$ cat src/rtl/lcdc_map.svh
`ifndef LCDC_MAP_SVH
`define LCDC_MAP_SVH
// ---------------------------------------------------------------
// register indices (byte address is index times four)
// ---------------------------------------------------------------
`define LCDC_IDX_CLK      4'h0
`define LCDC_IDX_CTL      4'h1
`define LCDC_IDX_TIM1     4'h2
`define LCDC_IDX_TIM2     4'h3
`define LCDC_IDX_PWR      4'h4
`define LCDC_IDX_DSP      4'h5
`define LCDC_IDX_INTF     4'h6
`define LCDC_IDX_INTE     4'h7
// ---------------------------------------------------------------
// field positions
// ---------------------------------------------------------------
`define LCDC_CLK_DEBUG_RUN    8
`define LCDC_CLK_DIV_LSB  4
`define LCDC_CLK_SRC_LSB  0
`define LCDC_CTL_DIS      1
`define LCDC_CTL_EN       0
`define LCDC_TIM1_FRM_LSB 8
`define LCDC_TIM1_DTY_LSB 0
`define LCDC_TIM2_BST_LSB 8
`define LCDC_TIM2_NL_LSB  0
`define LCDC_PWR_EXT      15
`define LCDC_PWR_LC_LSB   8
`define LCDC_PWR_BST      4
`define LCDC_PWR_HEAVY_LOAD_MODE     2
`define LCDC_PWR_VSEL     1
`define LCDC_PWR_VEN      0
// ---------------------------------------------------------------
// reset values and divider code limits
// ---------------------------------------------------------------
`define LCDC_RST_DEBUG_RUN    1'b1
`define LCDC_RST_FRM      4'h7
`define LCDC_RST_DUTY     2'h3
`define LCDC_RST_BSTC     2'h1
`define LCDC_RST_EXT      1'b1
`define LCDC_DIV_BYPASS   3'h7
`define LCDC_DIV_MAXCODE  3'h5
`endif

$ cat src/rtl/lcdc_pkg.sv
package lcdc_pkg;
  typedef enum logic [1:0] {
    LCDC_SRC_INTERNAL_OSCILLATOR = 2'b00,
    LCDC_SRC_LOW  = 2'b01,
    LCDC_SRC_HIGH = 2'b10,
    LCDC_SRC_EXT  = 2'b11
  } lcdc_src_t;
  typedef enum logic [1:0] {
    LCDC_ST_OFF = 2'b00,
    LCDC_ST_RUN = 2'b01
  } lcdc_state_t;
endpackage : lcdc_pkg

$ cat src/rtl/lcdc_clkdiv.sv
`timescale 1ns/1ps
`default_nettype none
// ---------------------------------------------------------------
// power-of-two divider producing one-cycle enable pulses
// ---------------------------------------------------------------
module lcdc_clkdiv #(
  parameter int W = 7
) (
  // clock and reset
  input  wire logic         core_clk_i,
  input  wire logic         rstn_i,
  // control
  input  wire logic         run_i,
  input  wire logic         tick_i,
  input  wire logic [2:0]   shift_i,
  // enable out
  output logic              pulse_o
);
  logic [W-1:0] cnt;
  logic [W-1:0] mask;

  // mask selects low bits; all ones means period of 2**shift ticks
  assign mask = W'((8'h01 << shift_i) - 8'h01);

  // counter only advances on input ticks
  always_ff @(posedge core_clk_i) begin
    if (!rstn_i || !run_i) begin
      cnt     <= '0;
      pulse_o <= 1'b0;
    end else begin
      pulse_o <= 1'b0;
      if (tick_i) begin
        if ((cnt & mask) == mask) begin
          cnt     <= '0;
          pulse_o <= 1'b1;
        end else begin
          cnt <= cnt + W'(1);
        end
      end
    end
  end
endmodule : lcdc_clkdiv
`default_nettype wire

$ cat src/rtl/lcdc_regs.sv
// Contract
// frame flag sets each frame switch, write-1 clears, irq when flag and enable
// debug_run bit 8 keeps clock running in debug; resets to one
// clock_source codes 0..3 pick internal, low, high, external clocks
// internal/high divide 4..128 for codes 0..5; low/external only code 7
// sources missing on this chip cannot be selected
// clock_select writes only take effect while module_enable is zero
// display off: discharge one drives pins low, zero floats them
// module_enable one enables driver and starts operating clock
// enable falling while displaying forces display off and regulator off
// frame_rate_select bits 11-8 of frame_timing, reset seven
// drive_duty low two bits of frame_timing, reset three
// booster clock is operating clock over 4,16,32,64; reset code one
// inverse_line_count bits 1-0 of booster_line_timing, zero is off
// supply_mode_select bit 15 external when one; resets to one
// contrast_level steps lightest at zero to darkest at fifteen
// booster_on bit 4 switches voltage booster
// heavy_load_mode bit 2 selects regulator heavy load protection
// regulator_output_select chooses second or first reference level
// software keeps regulator_output_select zero in external supply mode
// regulator_on bit 0 switches the voltage regulator
// writing one to supply_mode_select clears regulator_on
// frame_irq_enable, reset zero, gates frame flag onto the request
// reserved bits read zero and ignore writes
`timescale 1ns/1ps
`default_nettype none
`include "lcdc_map.svh"
module lcdc_regs #(
  parameter logic [3:0] SRC_AVAIL = 4'b1111,
  parameter int         FRM_BASE  = 64
) (
  // clock and reset
  input  wire logic        core_clk_i,
  input  wire logic        rstn_i,
  // register port
  input  wire logic [3:0]  addr_i,
  input  wire logic [15:0] wdata_i,
  input  wire logic        wr_i,
  input  wire logic        rd_i,
  output logic [15:0]      rdata_o,
  // clock sources (enables on core clock)
  input  wire logic [3:0]  src_tick_i,
  input  wire logic        debug_i,
  // panel control
  output logic             op_clk_en_o,
  output logic             boost_clk_en_o,
  output logic             pin_low_o,
  output logic             pin_hiz_o,
  output logic [3:0]       frame_rate_o,
  output logic [1:0]       duty_o,
  output logic [1:0]       inv_lines_o,
  output logic [1:0]       display_ctl_o,
  // power supply
  output logic             ext_supply_o,
  output logic [3:0]       contrast_o,
  output logic             booster_on_o,
  output logic             heavy_load_o,
  output logic             reg_out_sel_o,
  output logic             reg_on_o,
  // interrupt request
  output logic             irq_o
);
  // ---------------------------------------------------------------
  // register state
  // ---------------------------------------------------------------
  logic       debug_run;
  logic [2:0] clock_divider;
  logic [1:0] clock_source;
  logic       module_enable;
  logic       pin_discharge_enable;
  logic [3:0] frame_rate_select;
  logic [1:0] drive_duty;
  logic [1:0] booster_clock_select;
  logic [1:0] inverse_line_count;
  logic       supply_mode_select;
  logic [3:0] contrast_level;
  logic       booster_on;
  logic       heavy_load_mode;
  logic       regulator_output_select;
  logic       regulator_on;
  logic [1:0] display_control;
  logic [2:0] display_extra;
  logic       frame_flag;
  logic       frame_irq_enable;
  lcdc_pkg::lcdc_state_t state;
  lcdc_pkg::lcdc_state_t next_state;

  // write strobes per register
  function automatic logic hit(input logic [3:0] a, input logic [3:0] idx);
    hit = (a == idx);
  endfunction : hit

  logic wr_clk, wr_ctl, wr_tim1, wr_tim2, wr_pwr, wr_dsp, wr_intf, wr_inte;
  assign wr_clk  = wr_i && hit(addr_i, `LCDC_IDX_CLK);
  assign wr_ctl  = wr_i && hit(addr_i, `LCDC_IDX_CTL);
  assign wr_tim1 = wr_i && hit(addr_i, `LCDC_IDX_TIM1);
  assign wr_tim2 = wr_i && hit(addr_i, `LCDC_IDX_TIM2);
  assign wr_pwr  = wr_i && hit(addr_i, `LCDC_IDX_PWR);
  assign wr_dsp  = wr_i && hit(addr_i, `LCDC_IDX_DSP);
  assign wr_intf = wr_i && hit(addr_i, `LCDC_IDX_INTF);
  assign wr_inte = wr_i && hit(addr_i, `LCDC_IDX_INTE);

  // ---------------------------------------------------------------
  // clock selection
  // ---------------------------------------------------------------
  // a source missing on this chip leaves the old selection in place
  logic       src_ok;
  logic [2:0] wr_div;
  logic [1:0] wr_src;
  assign wr_src = wdata_i[`LCDC_CLK_SRC_LSB +: 2];
  assign wr_div = wdata_i[`LCDC_CLK_DIV_LSB +: 3];
  assign src_ok = SRC_AVAIL[wr_src];

  always_ff @(posedge core_clk_i) begin
    if (!rstn_i) begin
      debug_run     <= `LCDC_RST_DEBUG_RUN;
      clock_divider <= 3'h0;
      clock_source  <= 2'h0;
    end else if (wr_clk && !module_enable) begin
      debug_run     <= wdata_i[`LCDC_CLK_DEBUG_RUN];
      clock_divider <= wr_div;
      if (src_ok) begin
        clock_source <= wr_src;
      end
    end
  end

  // ---------------------------------------------------------------
  // module control and shutdown sequencing
  // ---------------------------------------------------------------
  always_ff @(posedge core_clk_i) begin
    if (!rstn_i) begin
      module_enable        <= 1'b0;
      pin_discharge_enable <= 1'b0;
    end else if (wr_ctl) begin
      module_enable        <= wdata_i[`LCDC_CTL_EN];
      pin_discharge_enable <= wdata_i[`LCDC_CTL_DIS];
    end
  end

  // tracks whether the panel is being driven
  always_comb begin
    next_state = state;
    case (state)
      lcdc_pkg::LCDC_ST_OFF: begin
        if (module_enable && display_control != 2'h0) begin
          next_state = lcdc_pkg::LCDC_ST_RUN;
        end
      end
      lcdc_pkg::LCDC_ST_RUN: begin
        if (!module_enable || display_control == 2'h0) begin
          next_state = lcdc_pkg::LCDC_ST_OFF;
        end
      end
      default: next_state = lcdc_pkg::LCDC_ST_OFF;
    endcase
  end

  always_ff @(posedge core_clk_i) begin
    if (!rstn_i) begin
      state <= lcdc_pkg::LCDC_ST_OFF;
    end else begin
      state <= next_state;
    end
  end

  // enable dropped while displaying; acts the cycle after the write
  logic shutdown;
  assign shutdown = (state == lcdc_pkg::LCDC_ST_RUN) && !module_enable;

  // ---------------------------------------------------------------
  // timing registers
  // ---------------------------------------------------------------
  always_ff @(posedge core_clk_i) begin
    if (!rstn_i) begin
      frame_rate_select <= `LCDC_RST_FRM;
      drive_duty        <= `LCDC_RST_DUTY;
    end else if (wr_tim1) begin
      frame_rate_select <= wdata_i[`LCDC_TIM1_FRM_LSB +: 4];
      drive_duty        <= wdata_i[`LCDC_TIM1_DTY_LSB +: 2];
    end
  end

  always_ff @(posedge core_clk_i) begin
    if (!rstn_i) begin
      booster_clock_select <= `LCDC_RST_BSTC;
      inverse_line_count   <= 2'h0;
    end else if (wr_tim2) begin
      booster_clock_select <= wdata_i[`LCDC_TIM2_BST_LSB +: 2];
      inverse_line_count   <= wdata_i[`LCDC_TIM2_NL_LSB +: 2];
    end
  end

  // ---------------------------------------------------------------
  // power control
  // ---------------------------------------------------------------
  always_ff @(posedge core_clk_i) begin
    if (!rstn_i) begin
      supply_mode_select      <= `LCDC_RST_EXT;
      contrast_level          <= 4'h0;
      booster_on              <= 1'b0;
      heavy_load_mode         <= 1'b0;
      regulator_output_select <= 1'b0;
      regulator_on            <= 1'b0;
    end else begin
      if (wr_pwr) begin
        supply_mode_select      <= wdata_i[`LCDC_PWR_EXT];
        contrast_level          <= wdata_i[`LCDC_PWR_LC_LSB +: 4];
        booster_on              <= wdata_i[`LCDC_PWR_BST];
        heavy_load_mode         <= wdata_i[`LCDC_PWR_HEAVY_LOAD_MODE];
        regulator_output_select <= wdata_i[`LCDC_PWR_VSEL];
        // external supply forces the regulator off
        regulator_on <= wdata_i[`LCDC_PWR_VEN] && !wdata_i[`LCDC_PWR_EXT];
      end
      if (shutdown) begin
        regulator_on <= 1'b0;
      end
    end
  end

  // display control held here so shutdown can force it
  always_ff @(posedge core_clk_i) begin
    if (!rstn_i) begin
      display_control <= 2'h0;
      display_extra   <= 3'b111;
    end else begin
      if (wr_dsp) begin
        display_control <= wdata_i[1:0];
        display_extra   <= {wdata_i[6:4]};
      end
      if (shutdown) begin
        display_control <= 2'h0;
      end
    end
  end

  // ---------------------------------------------------------------
  // operating clock and dividers
  // ---------------------------------------------------------------
  // reserved divider codes give no clock rather than a guess
  logic       div_valid;
  logic       bypass;
  logic [2:0] div_shift;
  logic       src_tick;
  logic       run;
  logic       div_pulse;
  logic       op_tick;

  assign bypass    = (clock_source == lcdc_pkg::LCDC_SRC_LOW) ||
                     (clock_source == lcdc_pkg::LCDC_SRC_EXT);
  assign div_valid = bypass ? (clock_divider == `LCDC_DIV_BYPASS)
                            : (clock_divider <= `LCDC_DIV_MAXCODE);
  assign div_shift = bypass ? 3'h0 : 3'(clock_divider + 3'h2);
  assign src_tick  = src_tick_i[clock_source];
  assign run       = module_enable && div_valid && (debug_run || !debug_i);

  lcdc_clkdiv #(.W(7)) u_opdiv (
    .core_clk_i (core_clk_i),
    .rstn_i     (rstn_i),
    .run_i      (run),
    .tick_i     (src_tick),
    .shift_i    (div_shift),
    .pulse_o    (div_pulse)
  );
  assign op_tick = bypass ? (run && src_tick) : (run && div_pulse); // no stale tick after stop

  // booster clock: op clock over 4, 16, 32, 64
  logic [5:0] bst_cnt;
  logic [5:0] bst_mask;
  always_comb begin
    case (booster_clock_select)
      2'h0:    bst_mask = 6'h03;
      2'h1:    bst_mask = 6'h0f;
      2'h2:    bst_mask = 6'h1f;
      default: bst_mask = 6'h3f;
    endcase
  end

  always_ff @(posedge core_clk_i) begin
    if (!rstn_i || !run) begin
      bst_cnt        <= 6'h00;
      boost_clk_en_o <= 1'b0;
    end else begin
      boost_clk_en_o <= op_tick && ((bst_cnt & bst_mask) == bst_mask);
      if (op_tick) begin
        bst_cnt <= bst_cnt + 6'h01;
      end
    end
  end

  // frame switching: fixed base times frame count plus one op ticks
  logic [11:0] frm_cnt;
  logic        frame_switch;
  assign frame_switch = op_tick && (state == lcdc_pkg::LCDC_ST_RUN) &&
    (frm_cnt == 12'(FRM_BASE * (int'(frame_rate_select) + 1) - 1));

  always_ff @(posedge core_clk_i) begin
    if (!rstn_i || state != lcdc_pkg::LCDC_ST_RUN) begin
      frm_cnt <= 12'h000;
    end else if (op_tick) begin
      frm_cnt <= frame_switch ? 12'h000 : frm_cnt + 12'h001;
    end
  end

  // ---------------------------------------------------------------
  // frame interrupt
  // ---------------------------------------------------------------
  // set wins over a clear in the same cycle
  always_ff @(posedge core_clk_i) begin
    if (!rstn_i) begin
      frame_flag       <= 1'b0;
      frame_irq_enable <= 1'b0;
    end else begin
      if (frame_switch) begin
        frame_flag <= 1'b1;
      end else if (wr_intf && wdata_i[0]) begin
        frame_flag <= 1'b0;
      end
      if (wr_inte) begin
        frame_irq_enable <= wdata_i[0];
      end
    end
  end
  assign irq_o = frame_flag && frame_irq_enable;

  // ---------------------------------------------------------------
  // read port and outputs
  // ---------------------------------------------------------------
  // reserved bits read zero; unmapped index reads zero
  always_ff @(posedge core_clk_i) begin
    if (!rstn_i) begin
      rdata_o <= 16'h0000;
    end else if (rd_i) begin
      case (addr_i)
        `LCDC_IDX_CLK:  rdata_o <= {7'h00, debug_run, 1'b0, clock_divider, 2'h0, clock_source};
        `LCDC_IDX_CTL:  rdata_o <= {14'h0000, pin_discharge_enable, module_enable};
        `LCDC_IDX_TIM1: rdata_o <= {4'h0, frame_rate_select, 6'h00, drive_duty};
        `LCDC_IDX_TIM2: rdata_o <= {6'h00, booster_clock_select, 6'h00, inverse_line_count};
        `LCDC_IDX_PWR:  rdata_o <= {supply_mode_select, 3'h0, contrast_level, 3'h0,
                                    booster_on, 1'b0, heavy_load_mode,
                                    regulator_output_select, regulator_on};
        `LCDC_IDX_DSP:  rdata_o <= {9'h000, display_extra, 2'h0, display_control};
        `LCDC_IDX_INTF: rdata_o <= {15'h0000, frame_flag};
        `LCDC_IDX_INTE: rdata_o <= {15'h0000, frame_irq_enable};
        default:        rdata_o <= 16'h0000;
      endcase
    end
  end

  // pins low or floating only while display is off
  assign op_clk_en_o   = op_tick;
  assign pin_low_o     = (display_control == 2'h0) && pin_discharge_enable;
  assign pin_hiz_o     = (display_control == 2'h0) && !pin_discharge_enable;
  assign frame_rate_o  = frame_rate_select;
  assign duty_o        = drive_duty;
  assign inv_lines_o   = inverse_line_count;
  assign display_ctl_o = display_control;
  assign ext_supply_o  = supply_mode_select;
  assign contrast_o    = contrast_level;
  assign booster_on_o  = booster_on;
  assign heavy_load_o  = heavy_load_mode;
  assign reg_out_sel_o = regulator_output_select; // software keeps zero when external
  assign reg_on_o      = regulator_on;
endmodule : lcdc_regs
`default_nettype wire

$ cat config.mk
export PLATFORM = sky130hd
export DESIGN_NAME = lcdc_regs
export DESIGN_NICKNAME = d
export VERILOG_FILES = /design/src/rtl/lcdc_pkg.sv /design/src/rtl/lcdc_clkdiv.sv /design/src/rtl/lcdc_regs.sv
export VERILOG_INCLUDE_DIRS = /design/src /design/src/rtl
export SDC_FILE = /design/constraint.sdc
export NUM_CORES = 1
export LEC_CHECK = 0
export BUFFER_PORTS_ARGS = -buffer_cell sky130_fd_sc_hd__buf_2
export CORE_MARGIN = 2
export CORE_UTILIZATION = 49
export CTS_CLUSTER_DIAMETER = 80
export DETAILED_ROUTE_END_ITERATION = 6
export PLACE_DENSITY = 0.72
export SLEW_MARGIN = 20
export SYNTH_ARGS = -nofsm -noshare
export SYNTH_HDL_FRONTEND = slang
export SYNTH_SLANG_ARGS = --single-unit
$ cat constraint.sdc
create_clock -name core_clk_i -period 3.37 [get_ports core_clk_i]
set_input_delay 0.337 -clock core_clk_i [delete_from_list [all_inputs] [get_ports core_clk_i]]
set_output_delay 0.337 -clock core_clk_i [all_outputs]
set_load 0.02 [all_outputs]
==> run metrics, run 1 <==
r2r setup slk=roughly 0.53 ns; switching share of power=between 20% and 30%; r2r startpoint=clock_divider[1]; crit path launch=clock_divider[1]; status=completed; total grt overflow=0; WP data arrival=between 3 and 4 ns; CTS tree=done; drt wl/cell=around 15 µm; Via Count=between 3000 and 4000; Root Buffer=clkbuf_8; Ys Warns=0; worst-path fanout max=13; Final #Nets=approximately 520; remaining antenna violation count after routing=0; Pwr Density=approximately 420 mW/mm²; Final Cell Area=between 0.004 and 0.005 mm²; dpl cell area=a little over 0.004 mm²; CP Class=register to register; Fillers=~710; post-synth top area cell=dfxtp_1; Die H=92.1 µm; first drt pass iteration count=5; worst vdd ir=~0.32 mV; max-cap viol count=0; Worst path max stage delay=0.62 ns; period utilisation layout=about 84%; Leakage=1.63 nW; GRT Total Usage=21.1%; Simple-Gate Fraction of Synth Area=25.8%; Antenna Cells=0; post_cts resized=0; Levels on crit path=9; area delta synth->final=15.0%; adder-cell share of the synthesized area=between 1.5 and 2%; CTS Buf Count=9; CP Cell Sequence=ha_1 -> nor3b_1 -> nor2_1 -> ha_1 -> or4b_2 -> o21ai_0 -> a311oi_1 -> a31o_2 -> nor2_1; CTS Sinks=73; reg2reg end=u_opdiv.cnt[5]; Seq pwr share=between 40% and 50%; crit end category=register; GPL Wtd Cong=around 0.87; library cells used by synthesis=60; first-pass GRT wire length=roughly 14000 µm; number of synthesized register bits=between 70 and 80; post-DP HPWL=between 6000 and 7000 µm; clock tree buffer depth=2; FMAX=approximately 350 MHz; worst endpoint required time=about 3.7 ns; # setup viols final=0; cts hold-fix bufs=0; Iteration-0 DRC Markers=200; Synth Area in XOR/XNOR=under 10%; register area share after synthesis=between 30% and 40%; Avg Synthesized Cell Area=8.64 µm²; Comb power frac=6.9%; Ports=roughly 70; WP buf/inv=0; Final Core Density=between 50% and 60%; Sw Pwr=roughly 0.42 mW; clock slew at reported path FFs=roughly 0.08 ns; Initial Utilization=50.0%; Worst slew margin=between 50% and 60%; FF/Latch Area=0.00146 mm²; TNS Setup=0 ns; crit path to=u_opdiv.cnt[5]; final WL=8760 µm; FF-to-FF path depth=9; Least-Margin Pin Slew=0.684 ns; number of port buffers=58; crit path launch type=register; dominant synthesized flop cell=dfxtp_1; die width=92.1 µm; Syn Inst Count=440; largest net degree at the start of global routing=48; max-slew violation count=0; vias in the first global route=3031; Int Power=roughly 1.4 mW; H-tree depth=3; DR DRC count=0; die area=between 0.008 and 0.009 mm²; multi-input logic area=approximately 0.0022 mm²; complex-gate fraction of the synthesized area=approximately an eighth; Post-synth ARST share=0%; largest family of logic cells by synthesized area=simple AND/OR/NAND/NOR gates; clk_skew=slightly above 0.008 ns; mux contribution to synthesized area=8.39%; setup repair bufs after CTS=0; row cnt=32; number of vias per cell=roughly 5.5; later-pin clock latency in the skew report=between 0.3 and 0.4 ns; Hold WC Path Type=input pin to register; core footprint=around 0.0076 mm²; Post-Syn Area=0.00380 mm²; share of cells above drive strength 1=a little under a fifth; Final Hold Fails=0; Clk network pwr share=45.2%; RSZ-0062 raised after global routing=false; number of enable flip-flop cells after synthesis=0; antenna violations before repair=0; CP top delay family=simple AND/OR/NAND/NOR gates; Area contributors post-synth=dfxtp_1 38%, mux2i_1 6.3%, nand3_1 4.2%; post-synth top area share=between 30% and 40%; Slowest cell on crit path=or4b_2; crit path time final=2.84 ns
==> power by group through the flow <==
stage / clock [mW] / sequential, mW / combinational, mW
after floorplan: 0 / 0.901 / 0.0838
after global placement: 0 / 0.898 / 0.124
after detailed placement: 0 / 0.898 / 0.125
after CTS: 0.841 / 0.877 / 0.125
after global routing: 0.875 / 0.879 / 0.136
final: 0.827 / 0.878 / 0.125
==> placed cells by master (no fill, tap or decap), drive strengths merged, types with 3 or more instances in the layout <==
cell type	instances
nor4	9
mux2i	24
bufinv	3
nor2b	18
nor3	14
nand4	8
nand3	32
a21boi	10
a22oi	6
xor2	11
o211ai	3
o21ai	15
a21oi	6
xnor2	18
clkbuf	9
nor3b	4
and2	11
dfxtp	73
buf	61
conb	5
and3	3
inv	18
nand2	40
nand2b	6
o22ai	8
ha	6
mux4	3
nor2	35
==> sequential cells by signal, indices dropped and copies added, names as in the netlist, 2 cells and up <==
name / flops
u_opdiv.cnt: 7
inv_lines_o: 2
clock_divider: 3
booster_clock_select: 2
rdata_o: 11
display_extra: 3
display_ctl_o: 2
contrast_o: 4
bst_cnt: 6
clock_source: 2
duty_o: 2
frm_cnt: 12
frame_rate_o: 4
==> cells in the mapped netlist, types with 5 or more instances <==
library cell,n
dfxtp_1,73
xor2_1,11
a21boi_0,10
o22ai_1,8
and2_1,11
nor2_1,35
clkbuf_1,17
o21ai_0,15
a22oi_1,6
nand4_1,8
nor4_1,7
xnor2_1,18
nor3_1,13
inv_1,18
a21oi_1,5
nand2_1,40
buf_4,6
mux2i_1,24
nor2b_1,18
nand3_1,32
ha_1,6
nand2b_1,6
==> per-stage QoR <==
stage	std cells	hold slack (ns)	worst slack, ns	power, mW
after floorplan	444	0.458	0.957	0.985
after global placement	580	0.462	0.622	1.02
after detailed placement	580	0.470	0.555	1.02
after CTS	596	0.201	0.532	1.84
after global routing	596	0.215	0.311	1.89
final	596	0.216	0.528	1.83
==> logic make-up after synthesis <==
family,after synthesis
adder cells (fa/ha/maj),6
buffers and inverters,45
AND/OR/NAND/NOR,189
XOR/XNOR,29
other,1
multiplexers,28
flip-flops,73
AO/OA/AOI/OAI,69
==> how the worst min path moves through the flow <==
stage	startpoint	end	slack (ns)	cells past startpoint
CTS	wdata_i[5]	display_extra[1]	0.20	3
global placement	rdata_o[15]	rdata_o[15]	0.46	2
detailed placement	rdata_o[8]	rdata_o[8]	0.47	1
global route	wdata_i[6]	display_extra[2]	0.21	3
finish	wdata_i[5]	display_extra[1]	0.22	3
floorplan	debug_run	debug_run	0.46	2
==> layer usage <==
layer | up-vias | track usage (%) | wire length, µm
met1 | 1564 | 28.8 | 4190
met4 | 0 | 8.08 | 121
met5 | - | 0 | 0
met3 | 14 | 3.70 | 289
li1 | 1642 | - | -
met2 | 61 | 33.1 | 4160
==> final cells by class <==
| type | instances | area share (%) |
|---|---|---|
| well taps | 102 | 2.92 |
| inverters | 18 | 1.55 |
| multi-input cells | 326 | 49.4 |
| clock inverters | 7 | 2.72 |
| repair buffers | 61 | 7.16 |
| clock buffers | 9 | 2.83 |
| flip-flops and latches | 73 | 33.4 |
==> tightest hold or removal path, stage by stage <==
cell	delay, ns
buf_2	0.09
nand2_1	0.04
nand3_1	0.06
Power figures use the tool's default switching activity.
==> run 2, diff against run 1 <==
--- a/config.mk
+++ b/config.mk
@@ -11,7 +11,7 @@
 export CORE_UTILIZATION = 49
 export CTS_CLUSTER_DIAMETER = 80
 export DETAILED_ROUTE_END_ITERATION = 6
-export PLACE_DENSITY = 0.72
+export PLACE_DENSITY = 0.74
 export SLEW_MARGIN = 20
 export SYNTH_ARGS = -nofsm -noshare
 export SYNTH_HDL_FRONTEND = slang
==> constraint.sdc (replaced) <==
create_clock -name core_clk_i -period 2.6 [get_ports core_clk_i]
set_input_delay 0.26 -clock core_clk_i [delete_from_list [all_inputs] [get_ports core_clk_i]]
set_output_delay 0.26 -clock core_clk_i [all_outputs]
set_load 0.02 [all_outputs]
==> run 2 against run 1 <==
Net effect:
- sequential share of layout area decreased by 0.39 points
- final area increased by 1.6%
- final cell count increased by 1.5%
- global-route usage increased by 1.2 points
- core utilization increased by 0.92 points
- via count increased by 1.2%
- clock power increased by 11%
- worst hold slack got worse by 0.079 ns
- critical path type unchanged
==> run metrics, run 2 (synthesized netlist as in run 1, its figures left out) <==
status=completed (unchanged); number of port buffers=58 (unchanged); drt wl/cell=14.9 µm (was 14.7 µm); Worst path max stage delay=0.62 ns (about the same); Via Count=3322 (was 3281); DR DRC count=0 (unchanged); setup repair bufs after CTS=0 (unchanged); GPL Wtd Cong=0.843 (was 0.874); Finished Layout Cells=605 (was 596); period utilisation layout=93.7% (was 84.3%); row cnt=32 (unchanged); Least-Margin Pin Slew=0.681 ns (was 0.684 ns); Fillers=694 (was 706); Ports=69 (unchanged); Worst slew margin=54.4% (was 53.7%); first drt pass iteration count=4 (was 5); CTS Sinks=73 (unchanged); Biggest register=frm_cnt (unchanged); crit end category=register (unchanged); Hold WC Path Type=input pin to register (unchanged); worst endpoint required time=2.89 ns (was 3.66 ns); RSZ-0062 raised after global routing=false (unchanged); H-tree depth=3 (unchanged); FMAX=410 MHz (was 352 MHz); die area=0.00848 mm² (unchanged); vias in the first global route=3195 (was 3031); antenna violations before repair=0 (unchanged); number of vias per cell=5.49 (was 5.51); Iteration-0 DRC Markers=144 (was 200); worst slack at placement=0.0529 ns (was 0.555 ns); max-cap viol count=0 (unchanged); crit path launch type=register (unchanged); later-pin clock latency in the skew report=0.35 ns (about the same); max reg flops=12 (unchanged); Pwr Density=500 mW/mm² (was 419 mW/mm²); TNS Setup=0 ns (unchanged); Leakage=1.66 nW (was 1.63 nW); dpl cell area=0.00420 mm² (was 0.00413 mm²); CTS tree=done (unchanged); post-DP HPWL=6530 µm (was 6300 µm); Root Buffer=clkbuf_8 (unchanged); WP data arrival=2.73 ns (was 3.13 ns); final WL=9000 µm (was 8760 µm); clk_skew=0.0100 ns (was 0.00824 ns); cts hold-fix bufs=0 (unchanged); worst vdd ir=0.371 mV (was 0.324 mV); commonest non-fill, non-tap cells in the layout=70 x dfxtp_1, 58 x buf_2, 40 x nand2_1, 34 x nor2_1, 32 x nand3_1 (was 73 x dfxtp_1, 58 x buf_2, 40 x nand2_1, 35 x nor2_1, 32 x nand3_1); clock tree buffer depth=2 (unchanged); # setup viols final=0 (unchanged); CP Cell Sequence=ha_4 -> buf_4 -> nor2_1 -> nand3_1 -> ha_1 -> or4b_2 -> o21ai_2 -> a311oi_2 -> a31o_2 -> nor2_2 (was ha_1 -> nor3b_1 -> nor2_1 -> ha_1 -> or4b_2 -> o21ai_0 -> a311oi_1 -> a31o_2 -> nor2_1); GRT Total Usage=22.3% (was 21.1%); CTS Buf Count=9 (unchanged); core footprint=0.00761 mm² (unchanged); max-slew violation count=0 (unchanged); most common cell after layout, fill and taps aside=dfxtp_1 (unchanged); worst-path fanout max=7 (was 13); first-pass GRT wire length=15100 µm (was 14400 µm); Die H=92.1 µm (unchanged); Final Hold Fails=0 (unchanged); Slowest cell on crit path=or4b_2 (unchanged); biggest regs=frm_cnt: 12 flops, rdata_o: 11 flops, u_opdiv.cnt: 7 flops (unchanged); area delta synth->final=16.8% (was 15.0%); die width=92.1 µm (unchanged); crit path time final=2.44 ns (was 2.84 ns); Initial Utilization=50.0% (unchanged); share of cells above drive strength 1=22.1% (was 18.8%); Setup WS post-layout=0.164 ns (was 0.528 ns); Placed Cells incl. Taps=589 (was 580); total grt overflow=0 (unchanged); remaining antenna violation count after routing=0 (unchanged); Antenna Cells=0 (unchanged); Final Cell Area=0.00444 mm² (was 0.00437 mm²); Tot Pwr=2.22 mW (was 1.83 mW); CP Class=register to register (unchanged); clock slew at reported path FFs=0.09 ns (was 0.08 ns); Final #Nets=533 (was 524); largest net degree at the start of global routing=44 (was 48)
## run 2: changes by cell type in the layout (fill, tap and decap cells not counted), sizes merged
cell      before  now
inv           18   20
buf           61   70
clkinv         2    1
bufinv         3    1
clkinvlp       2    3
## run 2: final timing paths
check,to,depth (start not counted),from,slack (ns)
max,u_opdiv.cnt[0],10,clock_divider[2],0.16
min,display_extra[1],3,wdata_i[5],0.14
max reg2reg,u_opdiv.cnt[0],10,clock_divider[2],0.16
min reg2reg,rdata_o[15],2,rdata_o[15],0.49
## run 2: final cells by class
cell class | count | area, µm² | area share, %
Multi-Input combinational cell | 326 | 2190 | 49.4
Sequential cell | 73 | 1470 | 33.1
Timing Repair Buffer | 70 | 380 | 8.57
Tap cell | 102 | 128 | 2.87
Clock buffer | 9 | 124 | 2.79
Clock inverter | 7 | 78.8 | 1.78
Inverter | 18 | 67.6 | 1.52
## run 2: routing by layer
metal	track usage [%]	share of wire, %
met1	29.0	46
met2	36.6	48
met3	5.83	4.6
met4	6.22	1.4
met5	0	0
## run 2: timing repair
| item | CTS | global route |
|---|---|---|
| endpoints found under the hold margin | 0 | 0 |
| pin swaps | 0 | 1 |
| gates resized for setup | 2 | 9 |
| endpoints found under the setup margin | 8 | 8 |
## run 2: where the power goes
part | switching [mW] | total (mW) | internal [mW]
logic | 0.105 | 0.170 | 0.0650
clock network | 0.463 | 0.914 | 0.451
registers | 0.00924 | 1.14 | 1.13
## run 2: critical path, delay by kind of cell (launching register included)
kind	cells	cell delay (ns)
compound gates	3	0.53
fa+ha+maj	2	0.42
buf+inv	1	0.15
flops	1	0.37
simple gates	4	0.90
## run 2: through the flow
| step | hold WS, ns | util, % |
|---|---|---|
| after CTS | 0.125 | 58.0 |
| after global placement | 0.458 | 55.1 |
| after global routing | 0.120 | 58.4 |
| after detailed placement | 0.469 | 55.1 |
| after floorplan | 0.384 | - |
| final | 0.136 | 58.4 |
